[src/shared/axis_regs.svh]
/*
 Register select codes, field positions and reset values of the axis block.
 Assumes inclusion by bare name from the package and the design files.
*/
`ifndef AXIS_REGS_SVH
`define AXIS_REGS_SVH
`define SEL_SPEED_MON 4'h6
`define SEL_PORT_LEVEL 4'hb
`define SEL_PORT_DIR 4'hc
`define PORT_WIDTH 6
`define PORT_LEVEL_RST 6'h00
`define PORT_DIR_RST 6'h00
`define SPEED_RST 16'h0000
`define CMODE_ORIGIN_BIT 0
`define CMODE_FEED_BIT 2
`define CMODE_DIR_BIT 3
`define COMPAT_NATIVE 2'h0
`endif

[src/shared/axis_pkg.sv]
/*
 Types shared by the axis mode and common port block.
 Assumes the constants header is on the include path.
*/
`include "axis_regs.svh"
package axis_pkg;
	typedef enum logic [2:0] {
		MODE_CONT = 3'b000,
		MODE_ORIGIN = 3'b001,
		MODE_ORIGIN_LIM = 3'b010,
		MODE_POSITION = 3'b011,
		MODE_TIMER = 3'b100
	} op_mode_t;
	typedef struct packed {
		logic wr;
		logic rd;
		logic [3:0] sel;
		logic [7:0] wdata;
		logic serial_if;
		logic [1:0] compat;
	} host_req_t;
endpackage

[src/rtl/pin_sync.sv]
/*
 Two flip-flop synchroniser for a group of pins.
 Assumes the pins are asynchronous to mclk.
*/
`timescale 1ns/1ps
module pin_sync #(
	parameter int W = 6
) (
	input wire logic mclk,
	input wire logic rstn,
	input wire logic [W-1:0] d,
	output logic [W-1:0] q
);
	logic [W-1:0] meta_reg;
	always_ff @(posedge mclk or negedge rstn) begin
		if (!rstn) begin
			meta_reg <= '0;
			q <= '0;
		end else begin
			meta_reg <= d;
			q <= meta_reg;
		end
	end
endmodule

[src/rtl/axis_mode_ports.sv]
/*
 Operation mode decode, continuous run, speed monitor and common ports.
 Assumes the host interface decoder supplies one-cycle wr/rd strobes
 with a select code, and a speed profile engine supplies the pulse
 tick and present speed step.
*/
// What this block does
// - The speed monitor reads zero whenever the axis is stopped.
// - Monitor value times the speed magnification gives the pulse rate.
// - Level bit n drives pin n; reads give pin levels, bits 7:6 zero.
// - Parallel host access: port registers ignore writes and read 00h.
// - One level and one direction register per chip, axis ignored.
// - Native codes 1011b and 1100b select level and direction registers.
// - Direction bit n: 0 makes pin n an output, 1 an input; 7:6 read 0.
// - Exactly five modes: continuous, positioning, origin return, origin return with limit, timer.
// - Mode is decoded from four bits; all four zero selects continuous.
// - In continuous mode a started axis runs until a stop command.
// - Control bit 3 selects the direction, 0 plus and 1 minus.
// - The down-counter decrements from its start value per pulse.
// - Pulse-suppress at 1 withholds output pulses; operation goes on.
// - The position counter counts every pulse at count-stop 0, none at 1.
// - The speed monitor is a read-only 16-bit value in speed-step units.
`timescale 1ns/1ps
module axis_mode_ports
	import axis_pkg::*;
#(
	parameter int SPEED_W = 16,
	parameter int CNT_W = 24
) (
	input wire logic mclk,
	input wire logic rstn,
	input wire host_req_t host,
	input wire logic [7:0] control_mode,
	input wire logic pulse_suppress_bit,
	input wire logic count_stop_bit,
	input wire logic start_cmd,
	input wire logic stop_cmd,
	input wire logic done_evt,
	input wire logic pulse_tick,
	input wire logic [SPEED_W-1:0] profile_speed,
	input wire logic [CNT_W-1:0] feed_load,
	input wire logic feed_load_wr,
	input wire logic [5:0] common_pins_in,
	output logic [5:0] common_pins_out,
	output logic [5:0] common_pins_oe,
	output logic [7:0] read_buffer,
	output logic [15:0] current_speed_monitor,
	output logic pulse_out,
	output logic direction_out,
	output logic running,
	output op_mode_t op_mode,
	output logic [CNT_W-1:0] position_counter,
	output logic [CNT_W-1:0] feed_amount_counter
);
	logic [5:0] level_reg;
	logic [5:0] dir_reg;
	logic [5:0] pins_sync;
	logic running_next;
	logic [CNT_W-1:0] pos_next;
	logic [CNT_W-1:0] feed_next;
	op_mode_t mode_next;

	pin_sync #(.W(`PORT_WIDTH)) u_sync (
		.mclk(mclk),
		.rstn(rstn),
		.d(common_pins_in),
		.q(pins_sync)
	);

	// Port registers are chip-wide: no axis field takes part in the decode
	wire native = host.compat == `COMPAT_NATIVE;
	wire port_ok = native && host.serial_if;
	wire wr_level = host.wr && port_ok && host.sel == `SEL_PORT_LEVEL;
	wire wr_dir = host.wr && port_ok && host.sel == `SEL_PORT_DIR;
	// Input pins show the synchronised pin, output pins their stored level
	wire [5:0] pin_view = (dir_reg & pins_sync) | (~dir_reg & level_reg);
	wire [7:0] rd_level = port_ok ? {2'b00, pin_view} : 8'h00;
	wire [7:0] rd_dir = port_ok ? {2'b00, dir_reg} : 8'h00;

	always_ff @(posedge mclk or negedge rstn) begin
		if (!rstn) begin
			level_reg <= `PORT_LEVEL_RST;
			dir_reg <= `PORT_DIR_RST;
		end else begin
			if (wr_level)
				level_reg <= host.wdata[5:0];
			if (wr_dir)
				dir_reg <= host.wdata[5:0];
		end
	end

	// Mode table: count-stop, suppress, origin bit, feed-limit bit
	wire cm0 = control_mode[`CMODE_ORIGIN_BIT];
	wire cm2 = control_mode[`CMODE_FEED_BIT];
	always_comb begin
		mode_next = MODE_CONT;
		unique case ({count_stop_bit, pulse_suppress_bit, cm0, cm2})
			4'b0010: mode_next = MODE_ORIGIN;
			4'b0011: mode_next = MODE_ORIGIN_LIM;
			4'b0001: mode_next = MODE_POSITION;
			4'b1101: mode_next = MODE_TIMER;
			default: mode_next = MODE_CONT;
		endcase
	end

	// Continuous mode ends only on stop; other modes may also end on done
	always_comb begin
		running_next = running;
		if (start_cmd)
			running_next = 1'b1;
		if (stop_cmd || (done_evt && mode_next != MODE_CONT))
			running_next = 1'b0;
	end

	wire step = running && pulse_tick;
	wire dir_minus = control_mode[`CMODE_DIR_BIT];
	always_comb begin
		pos_next = position_counter;
		if (step && !count_stop_bit)
			pos_next = dir_minus ? position_counter - 1'b1
				: position_counter + 1'b1;
		feed_next = feed_amount_counter;
		if (feed_load_wr)
			feed_next = feed_load;
		else if (step)
			feed_next = feed_amount_counter - 1'b1;
	end

	always_ff @(posedge mclk or negedge rstn) begin
		if (!rstn) begin
			running <= 1'b0;
			op_mode <= MODE_CONT;
			position_counter <= '0;
			feed_amount_counter <= '0;
			direction_out <= 1'b0;
		end else begin
			running <= running_next;
			op_mode <= mode_next;
			position_counter <= pos_next;
			feed_amount_counter <= feed_next;
			direction_out <= dir_minus;
		end
	end

	always_ff @(posedge mclk or negedge rstn) begin
		if (!rstn) begin
			pulse_out <= 1'b0;
			current_speed_monitor <= `SPEED_RST;
			common_pins_out <= '0;
			common_pins_oe <= '0;
			read_buffer <= 8'h00;
		end else begin
			pulse_out <= step && !pulse_suppress_bit;
			// Speed in step units; rate = value * magnification
			// Follows running_next so monitor and running fall together
			current_speed_monitor <= running_next ? profile_speed[15:0]
				: `SPEED_RST;
			common_pins_out <= level_reg & ~dir_reg;
			common_pins_oe <= ~dir_reg;
			if (host.rd)
				read_buffer <= host.sel == `SEL_PORT_LEVEL ? rd_level
					: host.sel == `SEL_PORT_DIR ? rd_dir
					: host.sel == `SEL_SPEED_MON && native
					? current_speed_monitor[7:0] : 8'h00;
		end
	end

	property p_parallel_ignored;
		@(posedge mclk) disable iff (!rstn)
		host.wr && !host.serial_if |=> $stable(level_reg) && $stable(dir_reg);
	endproperty
	a_parallel_ignored: assert property (p_parallel_ignored)
		else $error("port register changed on parallel write");

	property p_level_write;
		@(posedge mclk) disable iff (!rstn)
		wr_level |=> level_reg == $past(host.wdata[5:0]);
	endproperty
	a_level_write: assert property (p_level_write)
		else $error("level register not updated");

	property p_input_undriven;
		@(posedge mclk) disable iff (!rstn)
		wr_dir |=> ##1 common_pins_oe == ~$past(host.wdata[5:0], 2);
	endproperty
	a_input_undriven: assert property (p_input_undriven)
		else $error("input pin driven");

	property p_dir_read;
		@(posedge mclk) disable iff (!rstn)
		host.rd && host.sel == `SEL_PORT_DIR |=> read_buffer[7:6] == 2'b00;
	endproperty
	a_dir_read: assert property (p_dir_read)
		else $error("direction read upper bits set");

	property p_stopped_zero;
		@(posedge mclk) disable iff (!rstn)
		!running |-> current_speed_monitor == 16'h0000;
	endproperty
	a_stopped_zero: assert property (p_stopped_zero)
		else $error("speed monitor nonzero while stopped");

	property p_cont_runs;
		@(posedge mclk) disable iff (!rstn)
		running && op_mode == MODE_CONT && !stop_cmd && !start_cmd
			&& mode_next == MODE_CONT |=> running;
	endproperty
	a_cont_runs: assert property (p_cont_runs)
		else $error("continuous run ended without stop");

	property p_suppress;
		@(posedge mclk) disable iff (!rstn)
		pulse_suppress_bit |=> !pulse_out;
	endproperty
	a_suppress: assert property (p_suppress)
		else $error("pulse output while suppressed");

	property p_count;
		@(posedge mclk) disable iff (!rstn)
		step && !count_stop_bit && !dir_minus
			|=> position_counter == $past(position_counter) + 1'b1;
	endproperty
	a_count: assert property (p_count)
		else $error("position counter missed a pulse");

	property p_feed_dec;
		@(posedge mclk) disable iff (!rstn)
		step && !feed_load_wr
			|=> feed_amount_counter == $past(feed_amount_counter) - 1'b1;
	endproperty
	a_feed_dec: assert property (p_feed_dec)
		else $error("down counter did not decrement");

	property p_compat_ignored;
		@(posedge mclk) disable iff (!rstn)
		host.wr && host.compat != `COMPAT_NATIVE
			|=> $stable(level_reg) && $stable(dir_reg);
	endproperty
	a_compat_ignored: assert property (p_compat_ignored)
		else $error("port register changed outside native mode");

	property p_parallel_read;
		@(posedge mclk) disable iff (!rstn)
		host.rd && !host.serial_if
			&& (host.sel == `SEL_PORT_LEVEL || host.sel == `SEL_PORT_DIR)
			|=> read_buffer == 8'h00;
	endproperty
	a_parallel_read: assert property (p_parallel_read)
		else $error("port register read over parallel access");

	property p_dir_write;
		@(posedge mclk) disable iff (!rstn)
		wr_dir |=> dir_reg == $past(host.wdata[5:0]);
	endproperty
	a_dir_write: assert property (p_dir_write)
		else $error("direction register not updated");

	property p_idle_hold;
		@(posedge mclk) disable iff (!rstn)
		!running |=> !pulse_out && $stable(position_counter);
	endproperty
	a_idle_hold: assert property (p_idle_hold)
		else $error("pulse or count while stopped");

	property p_count_down;
		@(posedge mclk) disable iff (!rstn)
		step && !count_stop_bit && dir_minus
			|=> position_counter == $past(position_counter) - 1'b1;
	endproperty
	a_count_down: assert property (p_count_down)
		else $error("position counter did not count down");
endmodule

[config.mk]
export PLATFORM = sky130hd
export DESIGN_NAME = axis_mode_ports
export DESIGN_NICKNAME = d
export VERILOG_FILES = /design/src/shared/axis_pkg.sv /design/src/rtl/pin_sync.sv /design/src/rtl/axis_mode_ports.sv
export VERILOG_INCLUDE_DIRS = /design/src /design/src/shared
export SDC_FILE = /design/constraint.sdc
export NUM_CORES = 1
export LEC_CHECK = 0
export BUFFER_PORTS_ARGS = -buffer_cell sky130_fd_sc_hd__buf_2
export CAP_MARGIN = 10
export CORE_ASPECT_RATIO = 1.4
export CORE_MARGIN = 2
export CORE_UTILIZATION = 56
export DETAILED_ROUTE_END_ITERATION = 10
export HOLD_SLACK_MARGIN = 0.15
export PLACE_DENSITY = 0.92
export SLEW_MARGIN = 30
export SYNTH_ARGS = -nofsm -noshare
export SYNTH_HDL_FRONTEND = slang
export SYNTH_SLANG_ARGS = --single-unit
[constraint.sdc]
create_clock -name mclk -period 6.03 [get_ports mclk]
set_input_delay 0.9045 -clock mclk [delete_from_list [all_inputs] [get_ports mclk]]
set_output_delay 0.9045 -clock mclk [all_outputs]
set_load 0.1 [all_outputs]
=== Word-level counts from Yosys, hierarchy flattened ===
Index checks and enable logic that the tools add are counted.

* Bits in registers: 114
* Output and inout port bits: 90
* Bits of input ports: 80
* Logic and storage cells: 55

* Muxes and demuxes: 12
* Equal/unequal tests: 7
* Bitwise logic cells: 4
* $add $sub $neg: 3
* Reduce and logical (&&, ||, !) cells: 15

{| class="wikitable"
|+ Operators by type and width
! kind !! number
|-
| 24-bit two-way mux || 3
|-
| 24-bit by 1-bit subtractor with 24-bit output, second input constant || 2
|-
| 24-bit by 1-bit adder with 24-bit output, second input constant || 1
|-
| 8-bit two-way mux || 3
|-
| 16-bit two-way mux || 1
|-
| 6-bit bitwise AND || 2
|-
| 4-bit == test, second input constant || 3
|-
| 6-bit two-way mux || 2
|-
| 3-bit one-hot mux with 4 select lines || 1
|-
| 1-bit logical AND || 9
|-
| 4-bit by 2-bit == test with 1-bit output, second input constant || 2
|-
| 6-bit inverter || 1
|-
| 6-bit bitwise OR || 1
|-
| 4-bit by 1-bit == test with 1-bit output, second input constant || 1
|-
| 4-bit by 3-bit == test with 1-bit output, second input constant || 1
|-
| 3-bit nonzero test || 1
|-
| 1-bit logical NOT || 2
|-
| 2-bit logical NOT || 1
|-
| 1-bit two-way mux || 2
|-
| 2-bit nonzero test || 1
|-
| 1-bit logical OR || 1
|}

=== Logic depth before layout (Yosys ltp) ===
* Depth in word-level cells: 7
* Mapped depth: 9
* Gate-level depth less buffers: 9

=== Hierarchy ===
Synthesis repeated with hierarchy kept, for this count alone.

* Cells, all modules: 588
* Area, all modules: 5778.0 um2

{| class="wikitable"
|+ By module, submodules not included
! module !! times used !! cells each !! area each (um2) !! sequential area each (um2)
|-
| axis_mode_ports || 1 || 576 || 5477.8 || 2552.4
|-
| pin_sync || 1 || 12 || 300.3 || 300.3
|}

=== Worst setup path after synthesis ===
No wires, ideal clock.

* Kind: reg-to-reg
* From: register position_counter[0]
* To: register position_counter[22]
* Buffers on the path: 0
* Required time: 5893 ps
* Arrival time: 2631 ps
* Path slack: 3262 ps
* Stages on the path, launching flop included: 10
* Clock period less this slack: 2768 ps
* Setup time: 137 ps
* Cells stage by stage: dfrtp_1 inv_1 fa_1 nor2b_1 o31a_1 nor3_1 o211ai_2 a21oi_2 a41oi_1 o311ai_1

* Longest elaborated chain between the ends: 2
* Elaborated cells between the ends (all ways): 3
* Those cells by class: add/sub (2); mux (1)

{| class="wikitable"
|+ RTL lines
! what !! RTL line !! text
|-
| from (decl) || axis_mode_ports.sv:52 || <nowiki>output logic [CNT_W-1:0] position_counter,</nowiki>
|-
| from (signal assigned) || axis_mode_ports.sv:139 || <nowiki>position_counter <= pos_next;</nowiki>
|-
| 24-bit by 1-bit adder with 24-bit output / 24-bit by 1-bit subtractor with 24-bit output (equally long branches) || axis_mode_ports.sv:121, axis_mode_ports.sv:120 ||
|-
| 24-bit two-way mux (*) || axis_mode_ports.sv:120 || <nowiki>pos_next = dir_minus ? position_counter - 1'b1</nowiki>
|}

Every way passes the cells marked *; elsewhere a longest branch is shown, timed or not.
A chain may end at the register's enable or synchronous reset.

=== Final worst setup path ===
* From: input control_mode[3]
* To: register position_counter[22]

* Longest elaborated chain between the ends: 1

{| class="wikitable"
|+ RTL lines
! what !! RTL line !! text
|-
| from (decl) || axis_mode_ports.sv:33 || <nowiki>input wire logic [7:0] control_mode,</nowiki>
|-
| 24-bit two-way mux || axis_mode_ports.sv:120 ||
|}

No other way between the ends.

==> summary.txt <==
Status
  • Run status: complete, no violations

Worst hold path
  • Path category of the worst min-delay check: flop to flop
  • Hold path startpoint: u_sync.meta_reg[0]$_DFF_PN0_

Synth
  • Area of the mapped netlist: 5640 um2
  • Biggest area consumer among synthesized cells: dfrtp_1
  • Syn_nets: 656
  • Seq/Total Area, Yosys: 50.5%
  • Yosys top cell area share: 50.5%
  • Syn Inst Count: 552
  • Flops & latches, synth: 114
  • Top cells by area, synth: dfrtp_1 (51%), ha_1 (5.1%), nand2_1 (4.6%), o21ai_0 (4.2%), xnor2_1 (3.4%)
  • Share of synthesized flip-flops with an asynchronous set or reset: 100%
  • Total number of yosys warnings: 0
  • Netlist cell types: 59
  • Syn avg cell area: 10.2 um2
  • Number of enable flip-flop cells after synthesis: 0
  • Flip-flop cell with the highest count after synthesis: dfrtp_1

Drt
  • Final Routed Wirelength: 14.8 mm
  • First-pass iteration count of the detailed router: 5
  • Number of design-rule violations left by the first detailed-router iteration: 225
  • Total number of vias: 4981
  • Wire length per cell: 17.1 um
  • DRC violations left: 0
  • Number of nets with antenna violations after detailed routing: 0
  • Drt via density: 5.75

Pwr
  • Sequential group share of total power: 26.1%
  • Total leakage power: ~3.5 nW
  • Net Sw Frac: 47.9%
  • Design internal power: 0.00196 W
  • Ratio of total power to cell area: 525 nW/um2
  • Clock network fraction of total power: 27.0%
  • Overall power: roughly 0.0038 W
  • Worst voltage drop across the vdd grid: 496 uV
  • Switching component of the power: 0.00181 W
  • Comb pwr share: 46.9%

Global routing
  • Most Used Layer, Global Route: met2
  • GR Util All Layers: 26.5%
  • Met1 global-route usage: ~29%
  • GR Layer Usage met2: 46.5%
  • Pin count of the biggest net entering global routing: 64
  • Antenna violations before repair: 0
  • GR Layer Usage met3: 6.86%
  • Aggregate global routing overflow: 0
  • Via count of the first global-routing pass: 4873
  • First-pass GRT wire length: about 22 mm

Layout
  • Largest registers ranked by flip-flop count: feed_amount_counter x24, position_counter x24, current_speed_monitor x16
  • Multi-input gate area in the final layout: 2650 um2
  • Post-Layout Cell Count: 866
  • Net count reported at finish: 822
  • Layout Area Growth over Synthesis: 27.4%
  • Fraction of layout instances using a drive strength above 1: a little under a third
  • Sequential standard cell area: roughly 2900 um2
  • Fillers: between 600 and 700
  • Number of diodes: 0
  • Post-Route Utilization: 73.0%

Clock tree
  • Maximum buffer depth of the clock tree: 2
  • Htree depth: 4
  • Source-to-sink clock delay at the later pin of the worst-skew pair: 0.41 ns
  • Clock Pin Slew Worst Setup and Hold Paths: 0.05 ns
  • TritonCTS clock tree: yes
  • Post-CTS Hold Fix Bufs: 0
  • Count of clock tree sinks: 114
  • Post-CTS repair timing setup buffer count: 0
  • TritonCTS Buffers: 17
  • Number of gates resized after CTS: 0
  • Root buffer cell: clkbuf_16

Timing
  • Total negative slack for setup checks: 0 ns
  • Worst slew margin relative to its limit: 47.3%
  • Portion of the clock cycle consumed by the worst path in the final layout: 50.5%
  • Final max-slew violation count: 0
  • Skew final: approximately 0.011 ns
  • Total setup violations reported at the end of the flow: 0
  • Measured slew at the worst slew-check pin: 0.790 ns
  • Time the final worst path needs with I/O delays and setup: ~3.0 ns
  • Final hold violations: 0
  • Setup repair after global routing missed its margin: false
  • Top achievable clock speed: 0.328 GHz

Setup path
  • Required time of the critical path: 6.30 ns
  • Source of the worst register-to-register timing path: position_counter[2]$_DFFE_PN0P_
  • Critical Path Start Type: input port
  • Critical Path AT: between 3 and 4 ns
  • Critical path endpoint category: flop
  • Launching instance or port of the critical path: control_mode[3]
  • Max Fanout on Critical Path: 26
  • Worst setup path category: input port to flop

Place
  • Gpl congestion: 0.876
  • Placed Cells: 834
  • Number of port buffers: 162
  • Estimated wirelength of the detail-placed design: 10.2 mm

Run
  • Maximum Capacitance Violations: 0

Floorplanning
  • Starting density of the core: 57.3%
  • Total number of placement rows: 43
  • Core area: 9850 um2
  • Area of the die: 10900 um2
  • Die boundary width: 88.9 um
  • Count of pins on the block boundary: 170
  • Height of the die: roughly 120 um
## Yosys cell counts, types with 12 or more instances
cell,instances
xnor2_1,22
a21oi_1,20
clkbuf_1,15
nand3_1,12
xor2_1,18
dfrtp_1,114
and2_1,21
inv_1,18
ha_1,23
o21ai_0,47
nor3_1,12
nor2_1,25
mux2_2,12
nand2_1,69
## power by group through the flow
stage          clock [W]  sequential (W)  combinational, W
6_report         0.00102        0.000983           0.00177
5_1_grt          0.00106         0.00100           0.00188
4_1_cts          0.00103        0.000983           0.00176
3_5_place_dp           0        0.000995           0.00175
3_3_place_gp           0        0.000987           0.00171
2_1_floorplan          0         0.00177          0.000641
## placed cells by master, fill, tap and decap left out, drive strengths merged, types with 2 or more instances in the layout
cell type and n:
nor3 13, o211ai 6, nand3 12, a22oi 2, a21oi 21, xnor2 22
nand2b 10, xor2 18, mux2 12, o21a 3, ha 23, dfrtp 114
bufinv 3, clkbuf 17, o21bai 2, a211oi 8, a41oi 3, o221ai 4
nand3b 2, a21o 7, nand4 3, buf 166, clkinv 8, or3 3
a211o 2, o21ai 56, nand2 70, nand4b 2, nor4 9, a32oi 4
inv 21, a31oi 3, o31ai 2, nor4b 3, nor2 27, nor2b 7
a21boi 5, and2 21, or4 2
## final timing paths
path	to	slack [ns]	depth (start not counted)
setup / recovery	position_counter[22]$_DFFE_PN0P_	2.98	10
hold / removal	u_sync.q[0]$_DFF_PN0_	0.34	0
setup reg to reg	position_counter[18]$_DFFE_PN0P_	3.64	8
hold reg to reg	u_sync.q[0]$_DFF_PN0_	0.34	0
max in group asynchronous	feed_amount_counter[10]$_DFFE_PN0P_	4.25	2
min in group asynchronous	common_pins_out[5]$_DFF_PN0_	0.53	1
## stage by stage
step                      setup WS [ns]  hold WS, ns  cell area (um2)
after floorplan                    3.26        0.331             5640
after detailed placement           2.60        0.335             6580
final                              2.98        0.343             7190
after CTS                          3.02        0.345             7190
after global routing               2.80        0.355             7190
after global placement             2.73        0.332             6580
## kinds of logic after synthesis
| kind of cell | after synthesis | share of synthesized area [%] |
|---|---|---|
| xor gates and xnor gates | 40 | 6.21 |
| AOI/OAI and AO/OA | 135 | 15.1 |
| muxes | 13 | 2.57 |
| DFF | 114 | 50.5 |
| and+or+nand+nor | 189 | 17.6 |
| adders and majority gates | 24 | 5.45 |
| buffers and inverters | 37 | 2.55 |
## routing by layer
layer  wire length (um)  part of all wire [%]
met1               5500                    37
met2               7860                    53
met3                905                   6.1
met4                500                   3.4
met5                  0                     0
## critical path: stages
cell and delay [ns]:
buf_2 0.44, inv_1 0.15, fa_1 0.49, nor2b_1 0.19, o31a_1 0.20, nor3_1 0.08
o211ai_2 0.33, a21oi_2 0.17, a41oi_1 0.23, o311ai_1 0.12
## cell type report
cell class / instances / area share [%]
Tap cell: 135 / 2.35
Timing Repair Buffer: 166 / 11.7
Clock inverter: 15 / 2.54
Sequential cell: 114 / 39.7
Inverter: 18 / 0.940
Clock buffer: 17 / 5.92
Multi-Input combinational cell: 401 / 36.8
(Power assumes the default switching activity.)
